$ cat src/lbc_pkg.sv
`default_nettype none
package lbc_pkg;
  localparam int unsigned CLK_PERIOD_NS = 20;
  // flash bus timing kept by the host; the read strobe covers access times up to 100 ns
  localparam int unsigned T_STROBE_NS   = 100;
  localparam int unsigned T_HOLD_NS     = 20;

  function automatic int unsigned ceil_cycles(input int unsigned ns);
    int unsigned c;
    c = (ns + CLK_PERIOD_NS - 1) / CLK_PERIOD_NS;
    return (c < 1) ? 1 : c;
  endfunction

  localparam logic [3:0] STROBE_CYC = 4'(ceil_cycles(T_STROBE_NS));
  localparam logic [3:0] HOLD_CYC   = 4'(ceil_cycles(T_HOLD_NS));

  // wishbone register byte offsets
  localparam logic [7:0] REG_CMD    = 8'h00;
  localparam logic [7:0] REG_PINS   = 8'h04;
  localparam logic [7:0] REG_STATUS = 8'h08;

  // command register fields
  localparam int unsigned CMD_OP_LSB   = 0;
  localparam int unsigned CMD_CODE_LSB = 8;
  localparam logic [1:0] OP_NONE      = 2'h0;
  localparam logic [1:0] OP_CLEAR     = 2'h1;
  localparam logic [1:0] OP_CONFIG    = 2'h2;
  localparam logic [1:0] OP_CLR_STAT  = 2'h3;

  // pins register fields and reset values
  localparam int unsigned PIN_WP_BIT = 0;
  localparam int unsigned PIN_RP_BIT = 1;
  localparam logic        WP_RESET   = 1'b0;
  localparam logic        RP_RESET   = 1'b1;

  // device status byte bit positions
  localparam int unsigned MACHINE_READY_BIT   = 7;
  localparam int unsigned ERASE_CLEAR_ERR_BIT = 5;
  localparam int unsigned PROG_SET_ERR_BIT    = 4;
  localparam int unsigned SUPPLY_LOW_BIT      = 3;

  // status register fields
  localparam int unsigned ST_BUSY_BIT    = 8;
  localparam int unsigned ST_ERR_BIT     = 9;
  localparam int unsigned ST_REPEAT_BIT  = 10;
  localparam int unsigned ST_REFUSED_BIT = 11;
  localparam int unsigned ST_MODE_LSB    = 12;
  localparam int unsigned ST_PULSE_LSB   = 16;

  // status pin configuration code
  localparam logic [1:0] MODE_LEVEL     = 2'h0;
  localparam logic [7:0] CODE_MODE_MASK = 8'h03;

  typedef enum logic [2:0] {
    CY_IDLE, CY_SETUP, CY_STROBE, CY_HOLD
  } lbc_cyc_state_t;

  typedef struct packed {
    logic       start;
    logic       wr;
    logic [7:0] data;
  } lbc_cyc_req_t;

  typedef struct packed {
    logic       done;
    logic [7:0] rdata;
  } lbc_cyc_rsp_t;

  typedef struct packed {
    logic       ce_n;
    logic       we_n;
    logic       oe_n;
    logic [7:0] dq;
    logic       dq_oe_n;
  } lbc_flash_pins_t;
endpackage
`default_nettype wire

$ cat src/lbc_bus_cycle.sv
`default_nettype none
module lbc_bus_cycle
  import lbc_pkg::*;
(
  input  wire logic            clk_i,
  input  wire logic            rst_i,
  input  wire lbc_cyc_req_t    req_i,
  input  wire logic [7:0]      dq_i,
  output lbc_cyc_rsp_t         rsp_o,
  output lbc_flash_pins_t      pins_o
);
  typedef struct packed {
    lbc_cyc_state_t  st;
    logic [3:0]      cnt;
    logic            wr;
    lbc_cyc_rsp_t    rsp;
    lbc_flash_pins_t pins;
  } lbc_cyc_all_t;

  lbc_cyc_all_t s_r;
  lbc_cyc_all_t s_nxt;

  always_comb begin
    s_nxt          = s_r;
    s_nxt.rsp.done = 1'b0;
    unique case (s_r.st)
      CY_IDLE: begin
        if (req_i.start) begin
          s_nxt.st           = CY_SETUP;
          s_nxt.wr           = req_i.wr;
          s_nxt.pins.ce_n    = 1'b0;
          s_nxt.pins.dq      = req_i.data;
          s_nxt.pins.dq_oe_n = ~req_i.wr;
        end
      end
      CY_SETUP: begin
        s_nxt.st        = CY_STROBE;
        s_nxt.cnt       = STROBE_CYC;
        s_nxt.pins.we_n = ~s_r.wr;
        s_nxt.pins.oe_n = s_r.wr;
      end
      CY_STROBE: begin
        s_nxt.cnt = s_r.cnt - 4'h1;
        if (s_r.cnt == 4'h1) begin
          // data is latched on the rising strobe edge; hold keeps dq valid past it
          s_nxt.st        = CY_HOLD;
          s_nxt.cnt       = HOLD_CYC;
          s_nxt.pins.we_n = 1'b1;
          s_nxt.pins.oe_n = 1'b1;
          if (!s_r.wr) begin
            s_nxt.rsp.rdata = dq_i;
          end
        end
      end
      CY_HOLD: begin
        s_nxt.cnt = s_r.cnt - 4'h1;
        if (s_r.cnt == 4'h1) begin
          s_nxt.st           = CY_IDLE;
          s_nxt.pins.ce_n    = 1'b1;
          s_nxt.pins.dq_oe_n = 1'b1;
          s_nxt.rsp.done     = 1'b1;
        end
      end
      default: s_nxt.st = CY_IDLE;
    endcase
  end

  always_ff @(posedge clk_i) begin
    if (rst_i) begin
      s_r      <= '0;
      s_r.st   <= CY_IDLE;
      s_r.pins <= '{ce_n: 1'b1, we_n: 1'b1, oe_n: 1'b1, dq: 8'h00, dq_oe_n: 1'b1};
    end else begin
      s_r <= s_nxt;
    end
  end

  assign rsp_o  = s_r.rsp;
  assign pins_o = s_r.pins;
endmodule // lbc_bus_cycle
`default_nettype wire

$ cat src/lbc_host_ctrl.sv
`default_nettype none
module lbc_host_ctrl
  import lbc_pkg::*;
#(
  parameter logic [7:0] CLEAR_SETUP_OPC   = 8'h11,
  parameter logic [7:0] CLEAR_CONFIRM_OPC = 8'h22,
  parameter logic [7:0] CONFIG_OPC        = 8'h33,
  parameter logic [7:0] CLEAR_STATUS_OPC  = 8'h44
)(
  input  wire logic        clk_i,
  input  wire logic        rst_i,
  input  wire logic        wb_cyc_i,
  input  wire logic        wb_stb_i,
  input  wire logic        wb_we_i,
  input  wire logic [7:0]  wb_adr_i,
  input  wire logic [3:0]  wb_sel_i,
  input  wire logic [31:0] wb_dat_i,
  output logic      [31:0] wb_dat_o,
  output logic             wb_ack_o,
  input  wire logic [7:0]  dq_i,
  output logic      [7:0]  dq_o,
  output logic             dq_oe_n_o,
  output logic             ce_n_o,
  output logic             we_n_o,
  output logic             oe_n_o,
  output logic             write_protect_o,
  output logic             powerdown_return_pin_n_o,
  input  wire logic        ready_status_pin_i
);
  typedef enum logic [3:0] {
    H_IDLE, H_CLR_SETUP, H_CLR_CONFIRM, H_POLL_WAIT, H_POLL_RD,
    H_CLR_STAT, H_CFG_CMD, H_CFG_CODE, H_CYC_WAIT
  } lbc_host_state_t;

  typedef struct packed {
    lbc_host_state_t st;
    lbc_host_state_t ret;
    logic [1:0]      op;
    logic [7:0]      code;
    logic [7:0]      sr;
    logic            err;
    logic            repeat_pend;
    logic            refused;
    logic [1:0]      mode;
    logic [7:0]      pulses;
    logic            sts_prev;
    logic            wp;
    logic            rp;
    logic            ack;
    logic [31:0]     rdata;
    lbc_cyc_req_t    req;
  } lbc_host_all_t;

  lbc_host_all_t   s_r;
  lbc_host_all_t   s_nxt;
  lbc_cyc_rsp_t    cyc_rsp;
  lbc_flash_pins_t pins;

  function automatic lbc_cyc_req_t wr_req(input logic [7:0] d);
    return '{start: 1'b1, wr: 1'b1, data: d};
  endfunction

  function automatic logic [31:0] status_word(input lbc_host_all_t s);
    logic [31:0] w;
    w                                   = 32'h0000_0000;
    w[7:0]                              = s.sr;
    w[ST_BUSY_BIT]                      = (s.st != H_IDLE);
    w[ST_ERR_BIT]                       = s.err;
    w[ST_REPEAT_BIT]                    = s.repeat_pend;
    w[ST_REFUSED_BIT]                   = s.refused;
    w[ST_MODE_LSB +: 2]                 = s.mode;
    w[ST_PULSE_LSB +: 8]                = s.pulses;
    return w;
  endfunction

  wire logic wb_req   = wb_cyc_i & wb_stb_i & ~s_r.ack;
  wire logic wb_write = wb_req & wb_we_i;
  wire logic clr_run  = (s_r.op == OP_CLEAR) && (s_r.st != H_IDLE);

  always_comb begin
    s_nxt           = s_r;
    s_nxt.ack       = wb_req;
    s_nxt.req.start = 1'b0;
    s_nxt.sts_prev  = ready_status_pin_i;
    // count completion pulses in pulse modes
    if ((s_r.mode != MODE_LEVEL) && s_r.sts_prev && !ready_status_pin_i) begin
      s_nxt.pulses = s_r.pulses + 8'h01;
    end
    if (wb_req) begin
      unique case (wb_adr_i)
        REG_PINS:   s_nxt.rdata = {30'h0, s_r.rp, s_r.wp};
        REG_STATUS: s_nxt.rdata = status_word(s_r);
        default:    s_nxt.rdata = 32'h0000_0000;
      endcase
    end
    if (wb_write && (wb_adr_i == REG_PINS) && wb_sel_i[0]) begin
      s_nxt.wp = wb_dat_i[PIN_WP_BIT];
      s_nxt.rp = wb_dat_i[PIN_RP_BIT];
    end
    if (!s_nxt.rp) begin
      s_nxt.mode = MODE_LEVEL;
    end
    unique case (s_r.st)
      H_IDLE: begin
        if (wb_write && (wb_adr_i == REG_CMD) && wb_sel_i[0]
            && (wb_dat_i[CMD_OP_LSB +: 2] != OP_NONE)) begin
          s_nxt.op      = wb_dat_i[CMD_OP_LSB +: 2];
          // reserved upper code bits are always sent as zero
          s_nxt.code    = wb_sel_i[1] ? (wb_dat_i[CMD_CODE_LSB +: 8] & CODE_MODE_MASK)
                                      : 8'h00;
          s_nxt.refused = 1'b0;
          unique case (wb_dat_i[CMD_OP_LSB +: 2])
            OP_CLEAR: begin
              if (s_r.wp && s_r.rp) begin
                s_nxt.st  = H_CLR_SETUP;
                s_nxt.err = 1'b0;
              end else begin
                s_nxt.refused = 1'b1;
              end
            end
            OP_CONFIG:   s_nxt.st = H_CFG_CMD;
            default:     s_nxt.st = H_CLR_STAT;
          endcase
        end else if (s_r.repeat_pend && s_r.wp && s_r.rp) begin
          // an aborted clear leaves locks unknown, so it is rerun unasked
          s_nxt.op  = OP_CLEAR;
          s_nxt.st  = H_CLR_SETUP;
          s_nxt.err = 1'b0;
        end
      end
      H_CLR_SETUP: begin
        s_nxt.req = wr_req(CLEAR_SETUP_OPC);
        s_nxt.st  = H_CYC_WAIT;
        s_nxt.ret = H_CLR_CONFIRM;
      end
      H_CLR_CONFIRM: begin
        s_nxt.req = wr_req(CLEAR_CONFIRM_OPC);
        s_nxt.st  = H_CYC_WAIT;
        s_nxt.ret = H_POLL_WAIT;
      end
      H_POLL_WAIT: begin
        // in level mode the pin going high saves polling traffic
        if ((s_r.mode != MODE_LEVEL) || ready_status_pin_i) begin
          s_nxt.req = '{start: 1'b1, wr: 1'b0, data: 8'h00};
          s_nxt.st  = H_CYC_WAIT;
          s_nxt.ret = H_POLL_RD;
        end
      end
      H_POLL_RD: begin
        s_nxt.sr = cyc_rsp.rdata;
        if (!cyc_rsp.rdata[MACHINE_READY_BIT]) begin
          s_nxt.st = H_POLL_WAIT;
        end else if (cyc_rsp.rdata[ERASE_CLEAR_ERR_BIT]) begin
          s_nxt.err = 1'b1;
          s_nxt.st  = H_CLR_STAT;
        end else begin
          s_nxt.repeat_pend = 1'b0;
          s_nxt.st          = H_IDLE;
        end
      end
      H_CLR_STAT: begin
        s_nxt.req = wr_req(CLEAR_STATUS_OPC);
        s_nxt.st  = H_CYC_WAIT;
        s_nxt.ret = H_IDLE;
      end
      H_CFG_CMD: begin
        s_nxt.req = wr_req(CONFIG_OPC);
        s_nxt.st  = H_CYC_WAIT;
        s_nxt.ret = H_CFG_CODE;
      end
      H_CFG_CODE: begin
        s_nxt.req = wr_req(s_r.code);
        s_nxt.st  = H_CYC_WAIT;
        s_nxt.ret = H_IDLE;
        // the device keeps this mode until reconfigured or powered down
        s_nxt.mode   = s_r.code[1:0];
        s_nxt.pulses = 8'h00;
      end
      H_CYC_WAIT: begin
        if (cyc_rsp.done) begin
          s_nxt.st = s_r.ret;
        end
      end
      default: s_nxt.st = H_IDLE;
    endcase
    // dropping powerdown or protect mid-clear aborts it; a cycle in flight
    // still finishes so the flash bus is never left half driven
    if (clr_run && (!s_nxt.rp || !s_nxt.wp) && (s_r.st != H_CYC_WAIT)) begin
      s_nxt.repeat_pend = 1'b1;
      s_nxt.st          = H_IDLE;
      // a cycle not yet launched is dropped, or its done would be taken by the rerun
      s_nxt.req.start   = 1'b0;
    end
  end

  always_ff @(posedge clk_i) begin
    if (rst_i) begin
      s_r          <= '0;
      s_r.st       <= H_IDLE;
      s_r.ret      <= H_IDLE;
      s_r.mode     <= MODE_LEVEL;
      s_r.wp       <= WP_RESET;
      s_r.rp       <= RP_RESET;
      s_r.sts_prev <= 1'b1;
    end else begin
      s_r <= s_nxt;
    end
  end

  lbc_bus_cycle lbc_bus_cycle_inst (
    .clk_i  (clk_i),
    .rst_i  (rst_i),
    .req_i  (s_r.req),
    .dq_i   (dq_i),
    .rsp_o  (cyc_rsp),
    .pins_o (pins)
  );

  assign wb_dat_o                 = s_r.rdata;
  assign wb_ack_o                 = s_r.ack;
  assign dq_o                     = pins.dq;
  assign dq_oe_n_o                = pins.dq_oe_n;
  assign ce_n_o                   = pins.ce_n;
  assign we_n_o                   = pins.we_n;
  assign oe_n_o                   = pins.oe_n;
  assign write_protect_o          = s_r.wp;
  assign powerdown_return_pin_n_o = s_r.rp;
endmodule // lbc_host_ctrl
`default_nettype wire

$ cat config.mk
export PLATFORM = sky130hd
export DESIGN_NAME = lbc_host_ctrl
export DESIGN_NICKNAME = d
export VERILOG_FILES = /design/src/lbc_pkg.sv /design/src/lbc_bus_cycle.sv /design/src/lbc_host_ctrl.sv
export SDC_FILE = /design/constraint.sdc
export NUM_CORES = 1
export LEC_CHECK = 0
export CAP_MARGIN = 0
export CORE_ASPECT_RATIO = 1.1
export CORE_MARGIN = 2
export CORE_UTILIZATION = 37
export DETAILED_ROUTE_END_ITERATION = 16
export DONT_BUFFER_PORTS = 1
export PLACE_DENSITY = 0.55
export SKIP_LAST_GASP = 1
export SLEW_MARGIN = 20
export SYNTH_ARGS = -nofsm -noshare
export SYNTH_HDL_FRONTEND = slang
export SYNTH_SLANG_ARGS = --single-unit
$ cat constraint.sdc
create_clock -name clk_i -period 3.1 [get_ports clk_i]
set_clock_uncertainty 0.15 [all_clocks]
set_input_delay 0.31 -clock clk_i [delete_from_list [all_inputs] [get_ports clk_i]]
set_output_delay 0.31 -clock clk_i [all_outputs]
set_load 0.05 [all_outputs]
==> results.toml, run 1 <==
[min_path]
hold_class = "in2reg"

[die]
start_util_pct = 37.5
die_area_mm2 = 0.0118
core_area_mm2 = 0.0108
die_w_um = 104
placementRows = 40
ios = 105
fp.dieH_um = 114

[placement]
dpl.hpwl_um = 5830
io_buffers = 0
post-place-ws_ns = 0.725
gp_congestion = 0.820
placed_area_mm2 = 0.00394
placedCellCount = 577

[clocking]
cts_hold_buf = 14
cts_buffer_depth = 2
cts_tree = "built"
numClockSinks = 90
htreeDepth = 3
clk_pin_slew_worst_paths_ns = 0.07
post_cts_resize_count = 0
postCtsSetupBuffers = 0
clk_latency_ns = 0.34
cts_buffers = 9
clock-root-buffer = "clkbuf_16"

[synthesis]
synth_top_area_cell = "dfxtp_1"
dominantRegCellSynth = "dfxtp_1"
synth_cell_types = 49
async_flop_share_pct = 0
yosysWarningCount = 0
syn_inst = 477
ys_seq_area_share_pct = 44.4
synth_area_leaders = "dfxtp_1 44%, buf_4 7.4%, nor2_1 6.0%"
syn_area_mm2 = 0.00406
yosysTopAreaCellShare_pct = 44.4
synth_edf_count = 0
synth_seq_cells = 90
syn_area_per_cell_um2 = 8.51

[grt]
grt_pass1_wl_um = 14200
grt_usage_pct = 14.8
grt_overflow = 0
antenna_found_initial = 0
grt_pass1_vias = 2862
grt_max_degree = 77

[power]
powerDensity_mw_per_mm2 = 621
total_power_mw = 2.74
ir_worst_vdd_mv = 0.303
leakage_nw = 1.52

[layout]
final_cell_mix = "90 x dfxtp_1, 65 x nor2_1, 46 x a21oi_1, 40 x nand2_1, 23 x a22oi_1"
nets = 521
layout_commonest_cell = "dfxtp_1"
n_fill_cell = 1096
final_cell_count_no_fill = 607
syn_to_final_growth_pct = 8.72
diodes = 0
drive_above_1_share_pct = 8.26
fin_util_pct = 40.8
design_area_mm2 = 0.00441

[detailed_routing]
vias = 3116
drt_iter0_markers = 178
firstDrtPassIters = 4
drc = 0
routed_wl_um = 8630
detail_route.wl_per_cell_um = 14.2
ant_nets = 0
vias_per_cell = 5.13

[timing]
setup_slack_ns = 0.622
tightest_slew_ns = 0.979
final.min_clock_period_ns = 2.48
slew_headroom_pct = 34.7
max_freq_mhz = 404
rsz0062_at_grt = "no"
hold_violations = 0
hold_slack_ns = 0.0114
maxSlewViolCount = 0
setup_violations = 0
fin_crit_sh_pct = 79.9
tns_ns = 0

[setup_path]
cp_num_buf_inv = 2
worstPathCellList = "nand3b_1, buf_4, nor4_1, and3_1, nand3_1, dlygate4sd3_1, a21oi_1"
cp-start-kind = "flop"
critPathKind = "reg2reg"
worst_path_max_delay_cell = "dlygate4sd3_1"
slowest_delay_ns = 0.56
end_kind = "flop"
worst_path_dominant_cell_family = "simple AND/OR/NAND/NOR gates"
crit_path_max_fanout = 28
arrival_ns = 2.61
worstPathRequired_ns = 3.23

[run_status]
status = "complete, no violations"

[job]
maxCapViolations = 0
layout make-up:
type / count / area, um2 / area share [%]
multi-input combinational: 325 / 1880 / 42.6
sequential: 90 / 1800 / 40.8
clock buffer: 10 / 239 / 5.42
timing repair buffer: 20 / 203 / 4.59
tap: 147 / 184 / 4.17
clock inverter: 6 / 72.6 / 1.64
inverter: 9 / 33.8 / 0.766
power breakdown:
group	switching, mW	total, mW	internal, mW	leakage, nW
Clock	0.469	1.12	0.655	0.150
Combinational	0.243	0.381	0.138	0.644
Sequential	0.0449	1.24	1.19	0.726
Total	0.757	2.74	1.98	1.52
logic make-up after synthesis:
| logic type | share of synthesized area [%] |
|---|---|
| buffers and inverters | 10.5 |
| muxes | 3.36 |
| and+or+nand+nor | 21.8 |
| AOI/OAI and AO/OA | 15.8 |
| adders and majority gates | 2.47 |
| xor gates and xnor gates | 1.73 |
| other | 0.0924 |
| DFF | 44.4 |
registers in the layout, indices dropped and copies added, names as in the netlist:
signal,cells
powerdown_return_pin_n_o,1
lbc_bus_cycle_inst.pins_o,9
s_r,40
wb_dat_o,22
lbc_bus_cycle_inst.rsp_o,9
wb_ack_o,1
write_protect_o,1
lbc_bus_cycle_inst.s_r,7
path summary, 6_finish.rpt:
check | start | slack (ns) | to | cells past startpoint
max | wb_ack_o | 0.62 | s_r[67] | 7
min | rst_i | 0.01 | s_r[75] | 1
max reg2reg | wb_ack_o | 0.62 | s_r[67] | 7
min reg2reg | lbc_bus_cycle_inst.rsp_o[0] | 0.30 | s_r[59] | 2
worst register-to-register path, stage by stage, from the launching register on:
cell	delay, ns
dfxtp_1	0.31
nand3b_1	0.18
buf_4	0.25
nor4_1	0.40
and3_1	0.33
nand3_1	0.11
dlygate4sd3_1	0.56
a21oi_1	0.13
per-layer routing:
metal	up-vias	wire length, um	track usage (%)
met5	-	0	0
met4	0	119	6.04
met3	11	431	5.43
met2	75	3950	22.9
met1	1458	4130	18.9
li1	1572	-	-
synth_stat cells, types with 4 or more instances:
cell	instances
or2_2	6
xor2_1	5
ha_1	8
nor3_1	13
nor4_1	4
a21oi_1	46
nor2_1	65
nand3_1	13
nor3b_1	4
inv_1	9
nand2b_1	13
nand2_1	40
mux2i_1	11
buf_4	40
a22oi_1	23
dfxtp_1	90
o21ai_0	11
nor2b_1	4
clkbuf_1	24
No activity file was read; power rests on OpenSTA's default activity.
==> inputs of run 2 (changes only) <==
Clock period 3.1 ns to 2.51 ns, I/O delays scaled along.
==> results.toml, run 2 (same netlist as run 1, synthesis figures left out) <==
[power]
powerDensity_mw_per_mm2 = 749
leakage_nw = 1.56
comb_power_share_pct = 14.2
switching_power_mw = 0.928
switching_share_pct = 27.7
ir_worst_vdd_mv = 0.373
pwr-share-clk_pct = 40.2
internal-power_mw = 2.42
seqPwrFrac_pct = 45.6

[detailed_routing]
vias = 3087
ant_nets = 0
detail_route.wl_per_cell_um = 14.1
drt_iter0_markers = 176
firstDrtPassIters = 4
drc = 0
routed_wl_um = 8680
vias_per_cell = 5.01

[clocking]
cts_hold_buf = 14
clock-root-buffer = "clkbuf_16"
clk_pin_slew_worst_paths_ns = 0.07
post_cts_resize_count = 0
htreeDepth = 3
cts_buffer_depth = 2
postCtsSetupBuffers = 0
cts_buffers = 9
clk_latency_ns = 0.34
numClockSinks = 90
cts_tree = "built"

[die]
die_area_mm2 = 0.0118
fp.dieH_um = 114
placementRows = 40
die_w_um = 104
core_area_mm2 = 0.0108
ios = 105
start_util_pct = 37.5

[timing]
hold_violations = 0
final.min_clock_period_ns = 2.18
rsz0062_at_grt = "no"
tns_ns = 0
slew_headroom_pct = 51.8
maxSlewViolCount = 0
max_freq_mhz = 458
tightest_slew_ns = 0.722
setup_violations = 0
fin_crit_sh_pct = 86.9

[placement]
dpl.hpwl_um = 5900
io_buffers = 0
gp_congestion = 0.795
placed_area_mm2 = 0.00401

[setup_path]
slowest_delay_ns = 0.35
critPathKind = "reg2reg"
crit_top_cell = "buf_4"
end_kind = "flop"
worst_path_max_delay_cell = "nor4_1"
arrival_ns = 2.29
cp-start-kind = "flop"
crit_path_max_fanout = 28
worstPathCellList = "nand3b_1, buf_4, nor4_1, buf_4, mux2i_1, nand2b_1, a211oi_1"
worstPathRequired_ns = 2.62

[layout]
multiInputGateArea_mm2 = 0.00188
n_fill_cell = 1117
drive_above_1_share_pct = 10.0
largest_reg_flops = 40
regArea_mm2 = 0.00180
largest_register = "s_r"
final_cell_mix = "90 x dfxtp_1, 65 x nor2_1, 46 x a21oi_1, 40 x nand2_1, 23 x a22oi_1"
nets = 530
diodes = 0
syn_to_final_growth_pct = 10.1
layout_commonest_cell = "dfxtp_1"
design_area_mm2 = 0.00447

[run_status]
status = "complete, no violations"

[grt]
grt_pass1_vias = 2846
grt_usage_pct = 15.1
antenna_found_initial = 0
grt_max_degree = 78
grt_pass1_wl_um = 14200
grt_overflow = 0

[min_path]
hold_class = "in2reg"

[job]
maxCapViolations = 0
-- run 2: cell types whose count changed in the layout (fill, tap and decap cells not counted), sizes merged --
cell | previous run | this run
clkinvlp | 1 | 2
buf | 7 | 16
clkbuf | 10 | 9
-- run 2: final timing paths --
| kind | from | to | slack [ns] | cells after the start |
|---|---|---|---|---|
| worst max-delay path | wb_ack_o | s_r[83] | 0.33 | 7 |
| worst min-delay path | wb_dat_i[0] | s_r[56] | 0.03 | 4 |
| worst max register to register | wb_ack_o | s_r[83] | 0.33 | 7 |
| worst min register to register | lbc_bus_cycle_inst.rsp_o[0] | s_r[59] | 0.30 | 2 |
-- run 2: final cells by class --
cell class                 instances  area share (%)
clock buffer                       9            5.04
clock inverter                     7            1.71
inverter                           9           0.756
multi-input combinational        325            42.0
sequential                        90            40.3
tap                              147            4.11
timing repair buffer              29            6.05
-- run 2: metal layers --
layer	global-route usage, %	routed length [um]	vias to the layer above
li1	-	-	1579
met1	18.9	3950	1419
met3	4.69	536	11
met2	23.9	4050	78
met4	6.85	141	0
met5	0	0	-
-- run 2: critical path, delay by kind of cell, from the launching register on --
| family | cells | cell delay [ns] |
|---|---|---|
| buf+inv | 2 | 0.44 |
| mux | 1 | 0.25 |
| compound gates | 1 | 0.24 |
| simple gates | 3 | 0.72 |
| flops | 1 | 0.30 |
-- run 2: power groups by stage --
stage,Combinational [mW],Sequential [mW],Clock (mW)
6_report,0.474,1.53,1.35
2_1_floorplan,0.388,1.55,0
3_3_place_gp,0.422,1.56,0
3_5_place_dp,0.430,1.56,0
4_1_cts,0.474,1.53,1.39
5_1_grt,0.529,1.53,1.46
-- run 2: through the flow --
stage	setup slack [ns]	power [mW]	hold slack [ns]	utilization [%]	instances
after global routing	0.212	3.52	0.0305	41.4	616
after detailed placement	0.212	1.99	0.177	37.1	586
after global placement	0.229	1.98	0.176	37.1	586
after CTS	0.337	3.39	0.0108	41.4	616
after floorplan	0.167	1.94	0.208	-	488
final	0.328	3.35	0.0257	41.4	616
==> inputs of run 3 (changes only) <==
Settings changed: ABC_AREA from default to 1.
==> results.toml, run 3 <==
[run_status]
status = "complete, no violations"

[placement]
gp_congestion = 0.841
dpl.hpwl_um = 6500
io_buffers = 0

[synthesis]
dominantRegCellSynth = "dfxtp_1"
synth_most_common_cell = "dfxtp_1"
yosysTopAreaCellShare_pct = 42.5
synth_top_area_cell = "dfxtp_1"
synth_area_leaders = "dfxtp_1 43%, nand2_1 7.3%, buf_4 7.1%"
synth_edf_count = 0
yosysWarningCount = 0
syn_area_per_cell_um2 = 7.56
synth_seq_cells = 90
syn_inst = 560
ys_seq_area_share_pct = 42.5
syn_area_mm2 = 0.00424
synth_commonest_cells = "90 x dfxtp_1, 82 x nand2_1, 71 x nor2_1, 55 x a21oi_1, 49 x o21ai_0"
synth_cell_types = 36
async_flop_share_pct = 0

[layout]
drive_above_1_share_pct = 11.1
regArea_mm2 = 0.00180
multiInputGateArea_mm2 = 0.00187
largest_register = "s_r"
n_fill_cell = 1140
diodes = 0
final_cell_mix = "90 x dfxtp_1, 82 x nand2_1, 71 x nor2_1, 55 x a21oi_1, 49 x o21ai_0"
nets = 619
layout_commonest_cell = "dfxtp_1"
syn_to_final_growth_pct = 9.19
largest_reg_flops = 40

[timing]
tns_ns = 0
tightest_slew_ns = 0.908
setup_violations = 0
maxSlewViolCount = 0
final.min_clock_period_ns = 2.17
hold_violations = 0
rsz0062_at_grt = "no"
fin_crit_sh_pct = 86.5
slew_headroom_pct = 39.3
hold_slack_ns = 0.0120
max_freq_mhz = 460

[clocking]
postCtsSetupBuffers = 0
clk_latency_ns = 0.34
post_cts_resize_count = 0
cts_tree = "built"
numClockSinks = 90
cts_buffer_depth = 2
htreeDepth = 3
cts_hold_buf = 18
clk_pin_slew_worst_paths_ns = 0.06
clock-root-buffer = "clkbuf_16"
cts_buffers = 9

[die]
start_util_pct = 38.3
core_area_mm2 = 0.0111
placementRows = 40
ios = 105
die_w_um = 106
fp.dieH_um = 116
die_area_mm2 = 0.0123

[setup_path]
end_kind = "flop"
r2r_start = "wb_ack_o"
worstPathCellList = "buf_4, inv_1, nand3_2, nor2_4, nand3_1, nor2_4, nand3_1, dlygate4sd3_1, a21oi_1"
crit_path_max_fanout = 9
worst_path_max_delay_cell = "dlygate4sd3_1"
worstPathRequired_ns = 2.62
timing.rr.end = "s_r[67]"
arrival_ns = 2.28
critPathKind = "reg2reg"
slowest_delay_ns = 0.55
r2r_cells = 9
cp-start-kind = "flop"
reg2reg_slack_ns = 0.34

[min_path]
holdPathEnd = "s_r[68]"
hold_class = "in2reg"
min_from = "wb_sel_i[1]"
min_path_cells = 4

[grt]
grt_pass1_vias = 3295
antenna_found_initial = 0
grt_usage_pct = 15.7
grt_max_degree = 43
grt_pass1_wl_um = 15400
grt_overflow = 0

[detailed_routing]
routed_wl_um = 9160
detail_route.wl_per_cell_um = 13.0
ant_nets = 0
vias = 3404
drt_iter0_markers = 138
firstDrtPassIters = 5
vias_per_cell = 4.83
drc = 0

[power]
leakage_nw = 1.84
ir_worst_vdd_mv = 0.462
powerDensity_mw_per_mm2 = 752

[job]
maxCapViolations = 0
==> run 3: cell types whose count changed in the layout (fill, tap and decap cells not counted), moves of 8 or more <==
cell,previous run,this run
nand2_1,40,82
inv_1,9,48
o21ai_0,11,49
a22oi_1,23,0
nand3_1,13,29
nand2b_1,13,0
inv_2,0,12
mux2i_1,11,0
a21oi_1,46,55
nor3_1,13,4
nor2_4,0,8
==> run 3: through the flow <==
stage               instances  setup slack [ns]  utilization [%]  instance area (um2)  power, mW
global route              705             0.175             41.8                 4620       3.66
global placement          671             0.703             37.5                 4150       2.13
floorplan                 571             0.869                -                 4280       2.11
detailed placement        671             0.656             37.5                 4150       2.14
finish                    705             0.338             41.8                 4620       3.48
CTS                       705             0.313             41.8                 4620       3.52
==> run 3: worst max-delay path, delay by kind of cell (launching register included) <==
kind                   cells  cell delay [ns]
buffers and inverters      3             0.80
and+or+nand+nor            5             0.73
DFF                        1             0.30
AOI/OAI and AO/OA          1             0.11
==> run 3: cell type report <==
type                       instances  area share (%)
multi-input combinational        365            40.4
tap                              147            3.98
sequential                        90            39.0
timing repair buffer              26            5.19
clock buffer                      12            5.33
inverter                          61            5.01
clock inverter                     4            1.11
==> run 3: worst max-delay path by stage <==
stage | startpoint | to | slack (ns) | cells past startpoint
after global placement | wb_ack_o | s_r[82] | 0.70 | 10
after CTS | wb_ack_o | s_r[67] | 0.31 | 9
after global routing | wb_ack_o | s_r[67] | 0.18 | 9
after detailed placement | wb_ack_o | s_r[82] | 0.66 | 10
after floorplan | wb_ack_o | s_r[81] | 0.87 | 10
final | wb_ack_o | s_r[67] | 0.34 | 9
==> run 3: cell families after synthesis <==
group,after synthesis,synth area share [%]
buffers and inverters,116,14.3
AOI/OAI and AO/OA,121,15.2
and+or+nand+nor,221,24.9
DFF,90,42.5
other,1,0.0885
xor gates and xnor gates,3,0.620
adders and majority gates,8,2.36
==> run 3: per-layer routing <==
metal / GRT usage [%] / wire, um / part of all wire (%) / vias to the layer above
li1: - / - / - / 1763
met1: 19.0 / 4210 / 46 / 1579
met2: 26.3 / 4500 / 49 / 56
met3: 3.52 / 343 / 3.7 / 6
met4: 7.98 / 109 / 1.2 / 0
met5: 0 / 0 / 0 / -
==> run 3: power by group <==
part	switching [mW]	internal, mW
Sequential	0.164	1.51
Combinational	0.310	0.160
Clock	0.536	0.799
